### src/hdl/scs_pkg.sv
// constants and types shared by the sample clock source selector
package scs_pkg;

  // ==========================================================================
  // clock and timing
  // ==========================================================================
  localparam int CLK_PERIOD_NS = 10;
  localparam logic [27:0] CLK_HZ = 28'h5F5E100;
  localparam int GATE_TIME_US = 1000;
  localparam int GATE_CYCLES = (GATE_TIME_US * 1000) / CLK_PERIOD_NS;

  // ==========================================================================
  // rate limits, in kHz per measurement window
  // ==========================================================================
  localparam logic [8:0] MIN_RATE_KHZ = 9'h01C;
  localparam logic [8:0] MAX_RATE_KHZ = 9'h0C8;
  localparam logic [8:0] SMUX_LO_KHZ  = 9'h058;
  localparam logic [8:0] SMUX_HI_KHZ  = 9'h060;
  localparam logic [8:0] SYNC_TOL_KHZ = 9'h001;

  // ==========================================================================
  // register offsets
  // ==========================================================================
  localparam logic [4:0] OFS_CTRL       = 5'h00;
  localparam logic [4:0] OFS_BASE       = 5'h04;
  localparam logic [4:0] OFS_COARSE     = 5'h08;
  localparam logic [4:0] OFS_FINE       = 5'h0C;
  localparam logic [4:0] OFS_STATUS     = 5'h10;
  localparam logic [4:0] OFS_RATE       = 5'h14;
  localparam logic [4:0] OFS_IRQ_STATUS = 5'h18;
  localparam logic [4:0] OFS_IRQ_MASK   = 5'h1C;

  // ==========================================================================
  // control field positions and reset values
  // ==========================================================================
  localparam int CTRL_AUTO       = 0;
  localparam int CTRL_PREF_LSB   = 1;
  localparam int CTRL_SYN_EN     = 3;
  localparam int CTRL_COARSE_ACT = 4;
  localparam int CTRL_FINE_ACT   = 5;
  localparam int CTRL_MULT_LSB   = 6;
  localparam int CTRL_BASE48     = 8;
  localparam logic [8:0]  CTRL_RST   = 9'h001;
  localparam logic [19:0] BASE_RST   = 20'h0BB80;
  localparam logic [15:0] OFFSET_RST = 16'h0000;
  localparam logic [21:0] INT44_HZ   = 22'h00AC44;
  localparam logic [21:0] INT48_HZ   = 22'h00BB80;
  localparam int IRQ_BITS = 5;

  // ==========================================================================
  // codes
  // ==========================================================================
  localparam logic [1:0] REF_WORD  = 2'h0;
  localparam logic [1:0] REF_OPT   = 2'h1;
  localparam logic [1:0] REF_SPDIF = 2'h2;
  localparam logic [1:0] REF_NONE  = 2'h3;
  localparam logic [1:0] MULT_DOUBLE = 2'h1;
  localparam logic [1:0] MULT_QUAD   = 2'h2;
  localparam logic [1:0] IN_NONE = 2'h0;
  localparam logic [1:0] IN_LOCK = 2'h1;
  localparam logic [1:0] IN_SYNC = 2'h2;

  typedef enum logic [3:0] {
    SRC_INTERNAL = 4'b0001,
    SRC_WORD     = 4'b0010,
    SRC_OPT      = 4'b0100,
    SRC_SPDIF    = 4'b1000
  } scs_src_type;

endpackage

### src/hdl/scs_input_monitor.sv
// one recovered clock input: synchroniser, edge finder, rate meter, lock and sync state
`timescale 1ns/1ps
module scs_input_monitor (
  input  wire logic       clk_in,        // system clock
  input  wire logic       reset_in,      // synchronous reset
  input  wire logic       ce_in,         // clock enable
  input  wire logic       pin_in,        // recovered frame clock pin
  input  wire logic       gate_in,       // end of measurement window
  input  wire logic [8:0] expect_khz_in, // expected frame rate
  output logic            edge_out,      // rising frame edge pulse
  output logic [8:0]      rate_khz_out,  // measured frame rate
  output logic [1:0]      state_out      // none, lock or sync
);

  logic       s1;
  logic       s2;
  logic       s3;
  logic       level;
  logic [8:0] cnt;
  logic       locked;
  logic [8:0] diff;

  // ==========================================================================
  // three-stage synchroniser, change accepted when stages two and three agree
  // ==========================================================================
  always_ff @(posedge clk_in) begin
    if (reset_in) begin
      s1 <= 1'b0;
      s2 <= 1'b0;
      s3 <= 1'b0;
    end else if (ce_in) begin
      s1 <= pin_in;
      s2 <= s1;
      s3 <= s2;
    end
  end

  always_ff @(posedge clk_in) begin
    if (reset_in) begin
      level    <= 1'b0;
      edge_out <= 1'b0;
    end else if (ce_in) begin
      if (s2 == s3 && s3 != level) begin
        level    <= s3;
        edge_out <= s3;
      end else begin
        edge_out <= 1'b0;
      end
    end
  end

  // ==========================================================================
  // edges per window give the frame rate in kHz
  // ==========================================================================
  always_ff @(posedge clk_in) begin
    if (reset_in) begin
      cnt          <= 9'h000;
      rate_khz_out <= 9'h000;
    end else if (ce_in) begin
      if (gate_in) begin
        rate_khz_out <= cnt;
        cnt          <= edge_out ? 9'h001 : 9'h000;
      end else if (edge_out && cnt != 9'h1FF) begin
        cnt <= cnt + 9'h001;
      end
    end
  end

  // ==========================================================================
  // three-way state
  // ==========================================================================
  assign locked = rate_khz_out >= scs_pkg::MIN_RATE_KHZ &&
                  rate_khz_out <= scs_pkg::MAX_RATE_KHZ;
  assign diff   = rate_khz_out >= expect_khz_in ? rate_khz_out - expect_khz_in
                                                : expect_khz_in - rate_khz_out;

  always_ff @(posedge clk_in) begin
    if (reset_in) begin
      state_out <= scs_pkg::IN_NONE;
    end else if (ce_in) begin
      if (!locked) begin
        state_out <= scs_pkg::IN_NONE;
      end else if (diff <= scs_pkg::SYNC_TOL_KHZ) begin
        state_out <= scs_pkg::IN_SYNC;
      end else begin
        state_out <= scs_pkg::IN_LOCK;
      end
    end
  end

endmodule

### src/hdl/scs_rate_synth.sv
// rate synthesizer: base rate times multiplier plus the active offsets, in Hz
`timescale 1ns/1ps
module scs_rate_synth (
  input  wire logic        clk_in,       // system clock
  input  wire logic        reset_in,     // synchronous reset
  input  wire logic        ce_in,        // clock enable
  input  wire logic [19:0] base_hz_in,   // base rate in Hz
  input  wire logic [1:0]  mult_in,      // speed range
  input  wire logic [15:0] coarse_in,    // signed coarse offset in Hz
  input  wire logic [15:0] fine_in,      // signed fine offset in Hz
  input  wire logic        coarse_act_in, // coarse offset active
  input  wire logic        fine_act_in,  // fine offset active
  output logic [21:0]      rate_hz_out   // synthesized rate in Hz
);

  logic [21:0]        scaled;
  logic signed [23:0] sum;

  always_comb begin
    unique case (mult_in)
      scs_pkg::MULT_DOUBLE: scaled = {1'b0, base_hz_in, 1'b0};
      scs_pkg::MULT_QUAD:   scaled = {base_hz_in, 2'b00};
      default:              scaled = {2'b00, base_hz_in};
    endcase
  end

  // offsets in 1 Hz steps, each only when its flag is set
  always_comb begin
    sum = $signed({2'b00, scaled});
    if (coarse_act_in) begin
      sum = sum + $signed({{8{coarse_in[15]}}, coarse_in});
    end
    if (fine_act_in) begin
      sum = sum + $signed({{8{fine_in[15]}}, fine_in});
    end
  end

  always_ff @(posedge clk_in) begin
    if (reset_in) begin
      rate_hz_out <= 22'h000000;
    end else if (ce_in) begin
      if (sum[23]) begin
        rate_hz_out <= 22'h000000;
      end else if (sum[22]) begin
        rate_hz_out <= 22'h3FFFFF;
      end else begin
        rate_hz_out <= sum[21:0];
      end
    end
  end

endmodule

### src/hdl/scs_selector.sv
// sample clock source selector top: registers, source choice, sample tick, interrupts
//
// The implementer's own choices: the placing of the registers and the plain strobed port.
`timescale 1ns/1ps
// Functional notes
// auto mode slaves to a valid input
// reference loss returns to internal clock
// master mode always uses internal clock
// preferred input wins while it is valid
// otherwise first valid input is used
// only word, optical, spdif are candidates
// no valid input means master mode
// report active reference and its rate
// each input: none, lock or sync
// sync needs lock plus matching frame rate
// lock range 28 to 200 kHz
// optical preferred at 88.2/96 kHz multiplexes
// multiplexed optical frames at half rate
// synthesizer only when enabled and master
// rate is base times multiplier plus offset
// multiplier picks single, double, quad speed
// multiplier scales by one, two, four
// offsets step in 1 Hz
// each offset has its own activation flag
module scs_selector #(
  parameter int GATE_CYCLES = scs_pkg::GATE_CYCLES
) (
  input  wire logic        clk_in,          // system clock, 100 MHz
  input  wire logic        reset_in,        // synchronous reset, active high
  input  wire logic        ce_in,           // clock enable, freezes state when low
  input  wire logic        word_clk_in,     // word clock input pin
  input  wire logic        opt_clk_in,      // optical recovered frame clock pin
  input  wire logic        spdif_clk_in,    // spdif recovered frame clock pin
  input  wire logic [4:0]  addr_in,         // register byte address
  input  wire logic [31:0] wdata_in,        // write data
  input  wire logic        wr_in,           // write strobe
  input  wire logic        rd_in,           // read strobe
  output logic [31:0]      rdata_out,       // read data, cycle after the strobe
  output logic             irq_out,         // level interrupt
  output logic             slave_out,       // high while clocked from an input
  output logic [1:0]       clk_src_out,     // active reference code
  output logic             sample_tick_out, // one pulse per system frame, one per two system frames when clocked from a multiplexed optical input
  output logic             smux_out         // optical port multiplexed
);

  // ==========================================================================
  // declarations
  // ==========================================================================
  logic [8:0]  ctrl;
  logic [19:0] base_hz;
  logic [15:0] coarse;
  logic [15:0] fine;
  logic [scs_pkg::IRQ_BITS-1:0] irq_status;
  logic [scs_pkg::IRQ_BITS-1:0] irq_mask;
  logic [scs_pkg::IRQ_BITS-1:0] irq_event;
  logic [16:0] gate_cnt;
  logic        gate;
  logic [8:0]  tick_cnt;
  logic [8:0]  sys_khz;
  logic [8:0]  opt_expect;
  logic [2:0]  edges;
  logic [8:0]  rate_khz [3];
  logic [1:0]  in_state [3];
  logic [1:0]  prev_state [3];
  logic [2:0]  valid;
  logic [21:0] synth_hz;
  logic [21:0] master_hz;
  logic [26:0] acc;
  logic [27:0] acc_sum;
  logic        int_tick;
  logic        next_tick;
  logic        next_smux;
  logic [8:0]  active_khz;
  logic [1:0]  pref;
  logic        auto_mode;
  logic        synth_on;
  scs_pkg::scs_src_type src;
  scs_pkg::scs_src_type next_src;

  assign auto_mode = ctrl[scs_pkg::CTRL_AUTO];
  assign pref      = ctrl[scs_pkg::CTRL_PREF_LSB +: 2];

  // ==========================================================================
  // register writes
  // ==========================================================================
  always_ff @(posedge clk_in) begin
    if (reset_in) begin
      ctrl     <= scs_pkg::CTRL_RST;
      base_hz  <= scs_pkg::BASE_RST;
      coarse   <= scs_pkg::OFFSET_RST;
      fine     <= scs_pkg::OFFSET_RST;
      irq_mask <= '0;
    end else if (ce_in && wr_in) begin
      unique case (addr_in)
        scs_pkg::OFS_CTRL:     ctrl     <= wdata_in[8:0];
        scs_pkg::OFS_BASE:     base_hz  <= wdata_in[19:0];
        scs_pkg::OFS_COARSE:   coarse   <= wdata_in[15:0];
        scs_pkg::OFS_FINE:     fine     <= wdata_in[15:0];
        scs_pkg::OFS_IRQ_MASK: irq_mask <= wdata_in[scs_pkg::IRQ_BITS-1:0];
        default: ;
      endcase
    end
  end

  // ==========================================================================
  // register reads, data stand one cycle only
  // ==========================================================================
  always_ff @(posedge clk_in) begin
    if (reset_in) begin
      rdata_out <= 32'h00000000;
    end else if (ce_in) begin
      rdata_out <= 32'h00000000;
      if (rd_in) begin
        unique case (addr_in)
          scs_pkg::OFS_CTRL:       rdata_out <= {23'h000000, ctrl};
          scs_pkg::OFS_BASE:       rdata_out <= {12'h000, base_hz};
          scs_pkg::OFS_COARSE:     rdata_out <= {16'h0000, coarse};
          scs_pkg::OFS_FINE:       rdata_out <= {16'h0000, fine};
          scs_pkg::OFS_STATUS:     rdata_out <= {22'h000000, smux_out,
                                                 in_state[2], in_state[1], in_state[0],
                                                 clk_src_out, slave_out};
          scs_pkg::OFS_RATE:       rdata_out <= {7'h00, synth_hz[21:16], sys_khz,
                                                 1'b0, active_khz};
          scs_pkg::OFS_IRQ_STATUS: rdata_out <= {27'h0000000, irq_status};
          scs_pkg::OFS_IRQ_MASK:   rdata_out <= {27'h0000000, irq_mask};
          default:                 rdata_out <= 32'h00000000;
        endcase
      end
    end
  end

  // ==========================================================================
  // measurement window
  // ==========================================================================
  assign gate = gate_cnt == 17'(GATE_CYCLES - 1);

  always_ff @(posedge clk_in) begin
    if (reset_in) begin
      gate_cnt <= 17'h00000;
    end else if (ce_in) begin
      gate_cnt <= gate ? 17'h00000 : gate_cnt + 17'h00001;
    end
  end

  // ==========================================================================
  // the three candidate inputs
  // ==========================================================================
  // optical frames run at half the system rate when multiplexed
  assign opt_expect = smux_out ? {1'b0, sys_khz[8:1]} : sys_khz;

  scs_input_monitor u_word (
    .clk_in        (clk_in),
    .reset_in      (reset_in),
    .ce_in         (ce_in),
    .pin_in        (word_clk_in),
    .gate_in       (gate),
    .expect_khz_in (sys_khz),
    .edge_out      (edges[0]),
    .rate_khz_out  (rate_khz[0]),
    .state_out     (in_state[0])
  );

  scs_input_monitor u_opt (
    .clk_in        (clk_in),
    .reset_in      (reset_in),
    .ce_in         (ce_in),
    .pin_in        (opt_clk_in),
    .gate_in       (gate),
    .expect_khz_in (opt_expect),
    .edge_out      (edges[1]),
    .rate_khz_out  (rate_khz[1]),
    .state_out     (in_state[1])
  );

  scs_input_monitor u_spdif (
    .clk_in        (clk_in),
    .reset_in      (reset_in),
    .ce_in         (ce_in),
    .pin_in        (spdif_clk_in),
    .gate_in       (gate),
    .expect_khz_in (sys_khz),
    .edge_out      (edges[2]),
    .rate_khz_out  (rate_khz[2]),
    .state_out     (in_state[2])
  );

  assign valid = {in_state[2] != scs_pkg::IN_NONE,
                  in_state[1] != scs_pkg::IN_NONE,
                  in_state[0] != scs_pkg::IN_NONE};

  // ==========================================================================
  // source choice
  // ==========================================================================
  always_comb begin
    next_src = scs_pkg::SRC_INTERNAL;
    if (auto_mode) begin
      if (pref != scs_pkg::REF_NONE && valid[pref]) begin
        unique case (pref)
          scs_pkg::REF_WORD: next_src = scs_pkg::SRC_WORD;
          scs_pkg::REF_OPT:  next_src = scs_pkg::SRC_OPT;
          default:           next_src = scs_pkg::SRC_SPDIF;
        endcase
      end else if (valid[0]) begin
        next_src = scs_pkg::SRC_WORD;
      end else if (valid[1]) begin
        next_src = scs_pkg::SRC_OPT;
      end else if (valid[2]) begin
        next_src = scs_pkg::SRC_SPDIF;
      end
    end
  end

  always_ff @(posedge clk_in) begin
    if (reset_in) begin
      src <= scs_pkg::SRC_INTERNAL;
    end else if (ce_in) begin
      src <= next_src;
    end
  end

  always_ff @(posedge clk_in) begin
    if (reset_in) begin
      slave_out   <= 1'b0;
      clk_src_out <= scs_pkg::REF_NONE;
    end else if (ce_in) begin
      slave_out <= src != scs_pkg::SRC_INTERNAL;
      unique case (src)
        scs_pkg::SRC_WORD:  clk_src_out <= scs_pkg::REF_WORD;
        scs_pkg::SRC_OPT:   clk_src_out <= scs_pkg::REF_OPT;
        scs_pkg::SRC_SPDIF: clk_src_out <= scs_pkg::REF_SPDIF;
        default:            clk_src_out <= scs_pkg::REF_NONE;
      endcase
    end
  end

  always_comb begin
    unique case (src)
      scs_pkg::SRC_WORD:  active_khz = rate_khz[0];
      scs_pkg::SRC_OPT:   active_khz = rate_khz[1];
      scs_pkg::SRC_SPDIF: active_khz = rate_khz[2];
      default:            active_khz = sys_khz;
    endcase
  end

  // ==========================================================================
  // internal clock: fixed rate or synthesizer, phase accumulator
  // ==========================================================================
  scs_rate_synth u_synth (
    .clk_in        (clk_in),
    .reset_in      (reset_in),
    .ce_in         (ce_in),
    .base_hz_in    (base_hz),
    .mult_in       (ctrl[scs_pkg::CTRL_MULT_LSB +: 2]),
    .coarse_in     (coarse),
    .fine_in       (fine),
    .coarse_act_in (ctrl[scs_pkg::CTRL_COARSE_ACT]),
    .fine_act_in   (ctrl[scs_pkg::CTRL_FINE_ACT]),
    .rate_hz_out   (synth_hz)
  );

  assign synth_on  = ctrl[scs_pkg::CTRL_SYN_EN] && src == scs_pkg::SRC_INTERNAL;
  assign master_hz = synth_on ? synth_hz :
                     (ctrl[scs_pkg::CTRL_BASE48] ? scs_pkg::INT48_HZ : scs_pkg::INT44_HZ);
  assign acc_sum   = {1'b0, acc} + {6'h00, master_hz};
  assign int_tick  = acc_sum >= scs_pkg::CLK_HZ;

  always_ff @(posedge clk_in) begin
    if (reset_in) begin
      acc <= 27'h0000000;
    end else if (ce_in) begin
      acc <= int_tick ? 27'(acc_sum - scs_pkg::CLK_HZ) : acc_sum[26:0];
    end
  end

  // ==========================================================================
  // system frame tick and its measured rate
  // ==========================================================================
  always_comb begin
    unique case (src)
      scs_pkg::SRC_WORD:  next_tick = edges[0];
      scs_pkg::SRC_OPT:   next_tick = edges[1];
      scs_pkg::SRC_SPDIF: next_tick = edges[2];
      default:            next_tick = int_tick;
    endcase
  end

  always_ff @(posedge clk_in) begin
    if (reset_in) begin
      sample_tick_out <= 1'b0;
    end else if (ce_in) begin
      sample_tick_out <= next_tick;
    end
  end

  // a multiplexed optical frame carries two system frames
  always_ff @(posedge clk_in) begin
    if (reset_in) begin
      tick_cnt <= 9'h000;
      sys_khz  <= 9'h000;
    end else if (ce_in) begin
      if (gate) begin
        sys_khz  <= tick_cnt;
        tick_cnt <= 9'h000;
      end else if (sample_tick_out && tick_cnt < 9'h1FE) begin
        tick_cnt <= tick_cnt + ((smux_out && src == scs_pkg::SRC_OPT) ? 9'h002
                                                                      : 9'h001);
      end
    end
  end

  assign next_smux = pref == scs_pkg::REF_OPT &&
                     sys_khz >= scs_pkg::SMUX_LO_KHZ &&
                     sys_khz <= scs_pkg::SMUX_HI_KHZ;

  always_ff @(posedge clk_in) begin
    if (reset_in) begin
      smux_out <= 1'b0;
    end else if (ce_in) begin
      smux_out <= next_smux;
    end
  end

  // ==========================================================================
  // interrupts: source change, mode change, per-input lock loss
  // ==========================================================================
  always_ff @(posedge clk_in) begin
    if (reset_in) begin
      prev_state <= '{scs_pkg::IN_NONE, scs_pkg::IN_NONE, scs_pkg::IN_NONE};
    end else if (ce_in) begin
      prev_state <= in_state;
    end
  end

  always_comb begin
    irq_event[0] = next_src != src;
    irq_event[1] = (next_src == scs_pkg::SRC_INTERNAL) != (src == scs_pkg::SRC_INTERNAL);
    for (int i = 0; i < 3; i++) begin
      irq_event[i + 2] = prev_state[i] != scs_pkg::IN_NONE && in_state[i] == scs_pkg::IN_NONE;
    end
  end

  // a new event wins over a write-one clear in the same cycle
  always_ff @(posedge clk_in) begin
    if (reset_in) begin
      irq_status <= '0;
    end else if (ce_in) begin
      if (wr_in && addr_in == scs_pkg::OFS_IRQ_STATUS) begin
        irq_status <= (irq_status & ~wdata_in[scs_pkg::IRQ_BITS-1:0]) | irq_event;
      end else begin
        irq_status <= irq_status | irq_event;
      end
    end
  end

  always_ff @(posedge clk_in) begin
    if (reset_in) begin
      irq_out <= 1'b0;
    end else if (ce_in) begin
      irq_out <= |(irq_status & irq_mask);
    end
  end

endmodule

### config.mk
export PLATFORM = sky130hd
export DESIGN_NAME = scs_selector
export DESIGN_NICKNAME = d
export VERILOG_FILES = /design/src/hdl/scs_pkg.sv /design/src/hdl/scs_input_monitor.sv /design/src/hdl/scs_rate_synth.sv /design/src/hdl/scs_selector.sv
export SDC_FILE = /design/constraint.sdc
export NUM_CORES = 1
export LEC_CHECK = 0
export BUFFER_PORTS_ARGS = -buffer_cell sky130_fd_sc_hd__buf_2
export CAP_MARGIN = 40
export CORE_MARGIN = 4
export CORE_UTILIZATION = 40
export CTS_CLUSTER_SIZE = 20
export DETAILED_ROUTE_END_ITERATION = 7
export HOLD_SLACK_MARGIN = 0.08
export SLEW_MARGIN = 20
export SYNTH_ARGS = -nofsm -noshare
export SYNTH_HDL_FRONTEND = slang
export SYNTH_SLANG_ARGS = --single-unit
### constraint.sdc
create_clock -name clk_in -period 6.6 [get_ports clk_in]
set_clock_uncertainty 0.15 [all_clocks]
set_input_delay 0.99 -clock clk_in [delete_from_list [all_inputs] [get_ports clk_in]]
set_output_delay 0.99 -clock clk_in [all_outputs]
set_load 0.005 [all_outputs]
Word level (Yosys, flattened, before mapping)
Cells that the tools add are included.

$add $sub $neg: 15. $mul: 0. Divide/modulo/power cells: 0. $lt $le $gt $ge: 17. Equality and inequality tests: 29. Shift-type cells: 0. Mux-type cells: 48. Bitwise logic cells: 5. Reduce and logical (&&, ||, !) cells: 49.

Operators by type and width (number): 25-bit case mux with 8 select lines (1); 9-bit two-way mux (12); 22-bit two-way mux (3); 9-bit subtractor (6); 24-bit two-way mux (2); 22-bit case mux with 2 select lines (1); 27-bit by 22-bit adder with 28-bit output (1); 28-bit by 27-bit greater-or-equal comparator with 1-bit output, second input constant (1); 9-bit by 1-bit adder with 9-bit output, second input constant (3); 9-bit by 5-bit greater-or-equal comparator with 1-bit output, second input constant (3); 9-bit greater-or-equal comparator (3); 9-bit by 1-bit <= comparator with 1-bit output, second input constant (3); 9-bit by 8-bit <= comparator with 1-bit output, second input constant (3); 27-bit two-way mux (1); 9-bit inequality test, second input constant (3); 9-bit case mux with 3 select lines (1); 27-bit subtractor, second input constant (1); 2-bit AND reduction (13); 25-bit two-way mux (1); 23-bit by 16-bit adder with 24-bit output (1); 24-bit by 16-bit adder with 24-bit output (1); 5-bit == test, second input constant (4); 1-bit logical AND (20); 4-bit two-way mux (5); 36 further kinds (70).

Register bits: 278. Latch bits: 0. Memory bits (writable): 0. Bits in read-only memories: 0. Bits of input ports: 45. Output and inout port bits: 38. Word-level logic and storage cells: 208. Memories kept: 0.

Longest topological paths before layout
Gate-level depths: netlist (run 1).

Depth after elaboration: 10. Depth in mapped cells: 29. Mapped depth without buffers: 26.

Cells and area by module
From an unflattened synthesis (run 1), not the netlist that was laid out.

Cells, all modules: 2535. Area, all modules: 19723.9 um2.

By module, submodules not included: scs_selector (times used 1, cells an instance 1195, area each 9633.0 um2, sequential area each 3483.3 um2); scs_input_monitor (times used 3, cells an instance 257, area each 1970.6 um2, sequential area each 500.5 um2); scs_rate_synth (times used 1, cells an instance 569, area each 4179.0 um2, sequential area each 440.4 um2).

Worst setup path before layout (run 1)
OpenSTA, ideal clock, no wires.

Path type: reg-to-reg. From: register ctrl[6]. To: register u_synth.rate_hz_out[14]. Arrival: 6.032 ns. Data required time: 6.333 ns. Path slack: 0.301 ns. Cell stages (with the launch flop): 28. Buffers on the path: 3. Cells stage by stage: dfxtp_1 -> ha_1 -> clkbuf_1 -> clkbuf_1 -> nand2_1 -> o21ai_0 -> ha_1 -> a21o_1 -> a21o_1 -> a21o_1 -> a2111oi_4 -> nor3_2 -> nor3_1 -> xnor2_1 -> mux2_2 -> ha_1 -> and3_1 -> and3_1 -> nand3_1 -> a211oi_1 -> o211a_1 -> o211ai_1 -> a32o_1 -> xor2_1 -> mux2i_1 -> buf_2 -> a211o_1 -> a22o_1.

Cells in the longest elaborated chain, start to end: 8. Elaborated cells between the ends (all ways): 9.

RTL lines: start, declared (line scs_selector.sv:49) `logic [8:0] ctrl;`; start signal, assigned (line scs_selector.sv:88) `ctrl <= scs_pkg::CTRL_RST;`; start signal, assigned (line scs_selector.sv:95) `scs_pkg::OFS_CTRL: ctrl <= wdata_in[8:0];`; 2-bit == test or 2-bit by 1-bit == test with 1-bit output (tied branches) (line scs_rate_synth.sv:20) `unique case (mult_in)`; 22-bit case mux with 2 select lines * (line scs_rate_synth.sv:20); 23-bit by 16-bit adder with 24-bit output (line scs_rate_synth.sv:31) `sum = sum + $signed({{8{coarse_in[15]}}, coarse_in});`; 24-bit two-way mux * (line scs_rate_synth.sv:30) `if (coarse_act_in) begin`; 24-bit by 16-bit adder with 24-bit output (line scs_rate_synth.sv:34) `sum = sum + $signed({{8{fine_in[15]}}, fine_in});`; 24-bit two-way mux * (line scs_rate_synth.sv:33) `if (fine_act_in) begin`; 22-bit two-way mux (line scs_rate_synth.sv:44) `end else if (sum[22]) begin`; 22-bit two-way mux * (line scs_rate_synth.sv:42) `if (sum[23]) begin`; end signal, assigned (line scs_rate_synth.sv:47) `rate_hz_out <= sum[21:0];`; end, declared (line scs_rate_synth.sv:13) `output logic [21:0] rate_hz_out`.

Every way passes the cells marked *; elsewhere a longest branch is shown, timed or not. A chain may end at the register's enable or synchronous reset.

Worst setup path in the final report (run 1)
From: register ctrl[6]. To: register u_synth.rate_hz_out[8].

Same word-level chain as after synthesis.

==> impl_results.md, run 1 <==
- Status: finished, violations left
- Violated checks: design-rule violations
- Initial core utilization: roughly 40%
- Remaining Overflow, GRT: 0
- Final GP Congestion: ~0.93
- Final-report hold violation count: 0
- Pwr per Cell Area: 180 nW/um^2
- Worst setup EP type: register
- Dpl hpwl: 43200 um
- Period utilization: between 90% and 100%
- Sequential share of the synthesized area: between 20% and 30%
- Initial antenna violation count: 4
- CTS tree: built
- Synth async-reset ratio: 0%
- Minimum clock period: ~6 ns
- Ys flop type: dfxtp_1
- Via/cell ratio: ~5.7
- Total Wirelength: approximately 57000 um
- Leak: between 8 and 9 nW
- Filler instances: about 4600
- Post-synth design cell area: 18800 um^2
- Gr usage total: a little over a fifth
- RSZ-0062 raised after global routing: false
- Area Growth Syn to Fin: 11.1%
- Reg2reg setup slack: roughly 0.6 ns
- Die area: a little over 50000 um^2
- WL per Instance: 18.6 um
- Peak VDD IR: around 0.00019 V
- Synthesis Warnings: 0
- Post-synth EDFFs: 0
- Commonest cells post-synth: nand2_1, dfxtp_1, nor2_1, a21oi_1, ha_1
- Later-pin clock latency in the skew report: between 0.5 and 0.6 ns
- Crit-path max FO: 12
- Worst setup margin: between 0.5 and 0.6 ns
- Arr. time, crit path: around 6.3 ns
- Yosys cell types: 90
- Die width: roughly 220 um
- IO buf count: 63
- Crit path kind: reg -> reg
- Residual DRC: 18
- Most area-hungry cell type in the Yosys netlist: dfxtp_1
- Synth top area share: 28.8%
- Post-CTS Resized: 0
- Tightest Pin Transition: between 0.8 and 0.9 ns
- Clock slew at reported path FFs: 0.06 ns
- Longest Clk Path Bufs: 3
- Largest net degree at the start of global routing: between 70 and 80
- Area of the core: about 47000 um^2
- Area contributors post-synth: dfxtp_1, ha_1, nand2_1
- Layout cell share with drive strength beyond 1: around a tenth
- Vias in the first global route: ~16000
- Max Cap Viol: 0
- Number of synthesized register bits: roughly 270
- Mean Syn Cell Area: around 7.8 um^2
- Critical Path RT: 6.87 ns
- Fmax achieved: 167 MHz
- Routed Antenna Nets: 0
- Slew HR: a little over two fifths
- Post-CTS Hold Fix Bufs: 0
- First-pass GRT wire length: 89700 um
- Max Transition Viols Final: 0
- Post CTS Setup Buffer Count: 0
- Initial DRC Count: between 1500 and 2000
- TritonCTS sink count: between 200 and 300
- Via count: approximately 18000
- Die H: around 220 um
- Setup TNS: 0 ns
- I/O pin cnt: 83
- Pre-Repair DR Iteration Count: 8
- Mapped Cells: 2416
- Htree depth: 2
- Total CTS buffers: 34
- HP Class: reg -> reg
- Nets: 2622
- Root Buffer: clkbuf_16
- Post-place setup slack: about 0.33 ns
- Rows: 79
- Count leader, synth: nand2_1
- # setup viols final: 0
- Crit path launch type: register
-- where the power goes --
part | leakage (nW) | internal [mW] | total (mW) | switching, mW
Clock | 0.537 | 1.09 | 1.83 | 0.739
Combinational | 5.65 | 0.0932 | 0.268 | 0.175
Sequential | 2.19 | 1.66 | 1.67 | 0.0164
Total | 8.37 | 2.84 | 3.77 | 0.930
-- final timing paths --
check	start	endpoint	depth (start not counted)
min reg2reg	u_synth.rate_hz_out[5]	u_synth.rate_hz_out[5]	2
max reg2reg	ctrl[6]	u_synth.rate_hz_out[8]	26
max	ctrl[6]	u_synth.rate_hz_out[8]	26
min	u_synth.rate_hz_out[5]	u_synth.rate_hz_out[5]	2
-- kinds of logic after synthesis --
group,after synthesis,synth area share [%]
DFF,271,28.8
adders and majority gates,144,9.97
AOI/OAI and AO/OA,657,23.2
muxes,99,5.57
xor gates and xnor gates,118,5.49
buffers and inverters,217,4.65
other,1,0.0199
and+or+nand+nor,909,22.3
-- final cells by class --
class | count | area [um^2] | share of cell area [%]
Multi-Input combinational cell | 1934 | 12600 | 60.4
Tap cell | 607 | 759 | 3.63
Sequential cell | 271 | 5430 | 25.9
Clock buffer | 47 | 950 | 4.54
Inverter | 90 | 338 | 1.62
Clock inverter | 12 | 143 | 0.682
Antenna cell | 2 | 5.00 | 0.0239
Timing Repair Buffer | 102 | 658 | 3.15
-- stage by stage --
step | hold slack [ns] | utilization (%) | instances | power (mW) | area (um^2)
global route | 0.336 | 44.9 | 3063 | 3.91 | 20900
CTS | 0.305 | 44.7 | 3059 | 3.81 | 20800
detailed placement | 0.292 | 42.4 | 3000 | 1.97 | 19700
floorplan | 0.267 | - | 2422 | 1.89 | 18800
global placement | 0.284 | 42.3 | 2995 | 1.96 | 19700
finish | 0.305 | 44.9 | 3065 | 3.77 | 20900
-- cell usage in the layout, fill, tap and decap left out, drive strengths merged, types with 38 or more instances in the layout --
| master | count |
|---|---|
| ha | 134 |
| inv | 91 |
| xnor2 | 56 |
| nor3 | 42 |
| nor2 | 228 |
| a211oi | 38 |
| and3 | 41 |
| mux2i | 62 |
| dfxtp | 271 |
| nand2 | 365 |
| a21o | 59 |
| buf | 102 |
| clkbuf | 47 |
| xor2 | 62 |
| a21oi | 228 |
| o21ai | 118 |
| nand3 | 57 |
-- worst max-delay path, stage by stage, from the launching register on --
cell       delay [ns]
dfxtp_1          0.38
inv_1            0.06
ha_1             0.36
buf_4            0.20
nand2_1          0.07
o21ai_0          0.11
ha_1             0.34
a21o_1           0.20
a21o_1           0.22
a2111oi_4        0.38
nor3_2           0.13
nor3_2           0.24
xnor2_1          0.09
mux2_2           0.31
ha_1             0.35
and3_1           0.21
and3_1           0.20
nand3_1          0.09
a211oi_2         0.24
o211a_1          0.25
o211ai_1         0.11
a32o_1           0.30
xor2_2           0.20
mux2i_1          0.15
buf_4            0.21
a211oi_1         0.25
o21ai_1          0.08
-- layer usage --
layer | global-route usage [%] | vias to the layer above | share of wire [%]
met5 | 0 | - | 0.069
met4 | 6.23 | 6 | 2.6
met3 | 3.93 | 99 | 6.2
met2 | 34.5 | 530 | 44
met1 | 30.6 | 8231 | 47
li1 | - | 8635 | -
-- registers in the layout, indices dropped and copies added, names as in the netlist, 16 cells and up --
signal	cells
gate_cnt	17
u_synth.rate_hz_out	22
acc	27
fine	16
rdata_out	25
coarse	16
base_hz	20
(Power assumes the default switching activity.)
==> run 2: changes to the inputs <==
--- a/config.mk
+++ b/config.mk
@@ -8,10 +8,11 @@
 export BUFFER_PORTS_ARGS = -buffer_cell sky130_fd_sc_hd__buf_2
 export CAP_MARGIN = 40
 export CORE_MARGIN = 4
-export CORE_UTILIZATION = 40
+export CORE_UTILIZATION = 53
 export CTS_CLUSTER_SIZE = 20
 export DETAILED_ROUTE_END_ITERATION = 7
 export HOLD_SLACK_MARGIN = 0.08
+export PLACE_DENSITY = 0.73
 export SLEW_MARGIN = 20
 export SYNTH_ARGS = -nofsm -noshare
 export SYNTH_HDL_FRONTEND = slang
==> run 2 against run 1 <==
The run now ends clean. Global-route usage increased by 6.0 points. Via count up 2.1%. Final area down 0.85%. Die area shrank 24%. Power rose by 1.1%. Maximum frequency fell by 3.2%. First-iteration DRC count rose by 8.5%. Clock-buffer cell count shrank 8. Sequential share of layout area up 0.22 points. Highest routed layer unchanged.
==> impl_results.md, run 2 (synthesized netlist as in run 1, its figures left out) <==
- First-pass GRT wire length: 89200 um
- Area of the multi-input gates: between 10000 and 15000 um^2
- Critical Path RT: roughly 6.9 ns
- CTS tree: built
- Period utilization: ~94%
- Int Pwr: around 2.9 mW
- Max incr delay on CP: between 0.3 and 0.4 ns
- Delay-heaviest family, CP: compound AO/OA/AOI/OAI gates
- HP Class: reg -> reg
- Initial DRC Count: 1685
- Setup crit start: ctrl[6]
- Hold_sp: u_synth.rate_hz_out[1]
- Clock slew at reported path FFs: around 0.06 ns
- Longest Clk Path Bufs: 3
- Biggest register: acc
- Post-Route Utilization: ~60%
- Die H: approximately 200 um
- Setup TNS: 0 ns
- Hold_ws: between 0.2 and 0.3 ns
- Area Growth Syn to Fin: 10.2%
- Initial antenna violation count: 8
- Net Sw Power: about 930 uW
- Later-pin clock latency in the skew report: 0.60 ns
- I/O pin cnt: 83
- Tightest Pin Transition: about 0.84 ns
- Part of the power in registers: 43.8%
- Via/cell ratio: ~6
- Total Wirelength: around 56000 um
- WP buf/inv: 4
- Crit-path max FO: 15
- Slew HR: approximately 44%
- Most common cell after layout, fill and taps aside: nand2_1
- Minimum clock period: roughly 6.2 ns
- Fmax achieved: about 160 MHz
- TritonCTS sink count: roughly 270
- Area of the core: around 35000 um^2
- Gr usage total: 27.8%
- Layout cell share with drive strength beyond 1: 9.34%
- Nets: 2617
- Reg2reg start: ctrl[6]
- Crit path launch type: register
- Combinational power share: ~7%
- Filler instances: 3162
- Die width: 196 um
- Clock Power Share: roughly half
- Leak: 8.36 nW
- Crit path kind: reg -> reg
- Arr. time, crit path: around 6.5 ns
- Residual DRC: 0
- # setup viols final: 0
- Slowest CP cell: dfxtp_1
- Peak VDD IR: ~0.00021 V
- Initial core utilization: about 54%
- IO buf count: 63
- Final-report hold violation count: 0
- Status: finished, final reports clean
- Sw Ratio: 24.3%
- Via count: ~18000
- Max Cap Viol: 0
- Pre-Repair DR Iteration Count: 6
- Dpl hpwl: 41800 um
- Largest regs: acc (27), rdata_out (25), u_synth.rate_hz_out (22)
- Most frequent cells in the layout: nand2_1, dfxtp_1, nor2_1, a21oi_1, ha_1
- Area after DPL: 19500 um^2
- Final Non-Filler Cells: around 2900
- WL per Instance: approximately 19 um
- Max reg flops: 27
- Cell area after layout: around 21000 um^2
- Placed Cells: 2847
- Die area: a little under 40000 um^2
- Remaining Overflow, GRT: 0
- Most used cell, CP: ha_1
- Pwr per Cell Area: 184 nW/um^2
- Final GP Congestion: 0.981
- Rows: 68
- Post CTS Setup Buffer Count: 0
- Htree depth: 1
- Worst setup EP type: register
- Largest net degree at the start of global routing: 84
- Max Transition Viols Final: 0
- Total CTS buffers: 30
- RSZ-0062 raised after global routing: false
- Routed Antenna Nets: 0
- Flip-flop and latch area: 5430 um^2
- Vias in the first global route: 16500
- Root Buffer: clkbuf_16
-- run 2: path summary, 6_finish.rpt --
| path | end | slack [ns] | cells past startpoint |
|---|---|---|---|
| max reg2reg | u_synth.rate_hz_out[3] | 0.39 | 27 |
| min reg2reg | u_synth.rate_hz_out[1] | 0.30 | 2 |
| max | u_synth.rate_hz_out[3] | 0.39 | 27 |
| min | u_synth.rate_hz_out[1] | 0.30 | 2 |
-- run 2: area by class of cell --
type	count	area share, %
sequential	271	26.2
inverter	90	1.63
antenna	5	0.0603
clock inverter	17	1.38
tap	455	2.74
clock buffer	39	4.02
multi-input combinational	1934	60.8
timing repair buffer	101	3.18
-- run 2: routing by layer --
metal | global-route usage [%] | up-vias | part of all wire, %
li1 | - | 8636 | -
met1 | 40.7 | 8459 | 46
met2 | 42.7 | 672 | 43
met3 | 4.63 | 91 | 8.0
met4 | 6.93 | 8 | 2.4
met5 | 0 | - | 0.082
-- run 2: timing repair --
| item | 4_1_cts | 5_1_grt |
|---|---|---|
| resized for setup | 0 | 4 |
| hold buffers | 0 | 0 |
| endpoints found under the hold margin | 0 | 0 |
| setup endpoints to repair | 0 | 20 |
-- run 2: through the flow --
step           total power [mW]  worst slack (ns)
6_report                   3.81             0.395
5_1_grt                    3.93           0.00786
4_1_cts                    3.83             0.233
3_5_place_dp               1.97             0.287
3_3_place_gp               1.96             0.433
2_1_floorplan              1.89             0.301
-- run 2: power by group through the flow --
stage / Combinational, mW / Clock [mW] / Sequential (mW)
global placement: 0.253 / 0 / 1.71
finish: 0.271 / 1.87 / 1.67
floorplan: 0.192 / 0 / 1.70
detailed placement: 0.259 / 0 / 1.71
CTS: 0.261 / 1.90 / 1.67
global route: 0.293 / 1.97 / 1.67
-- run 2: worst min-delay path, stage by stage, from the launching register on --
cell	delay, ns
dfxtp_1	0.32
nand2_1	0.04
o21ai_0	0.05
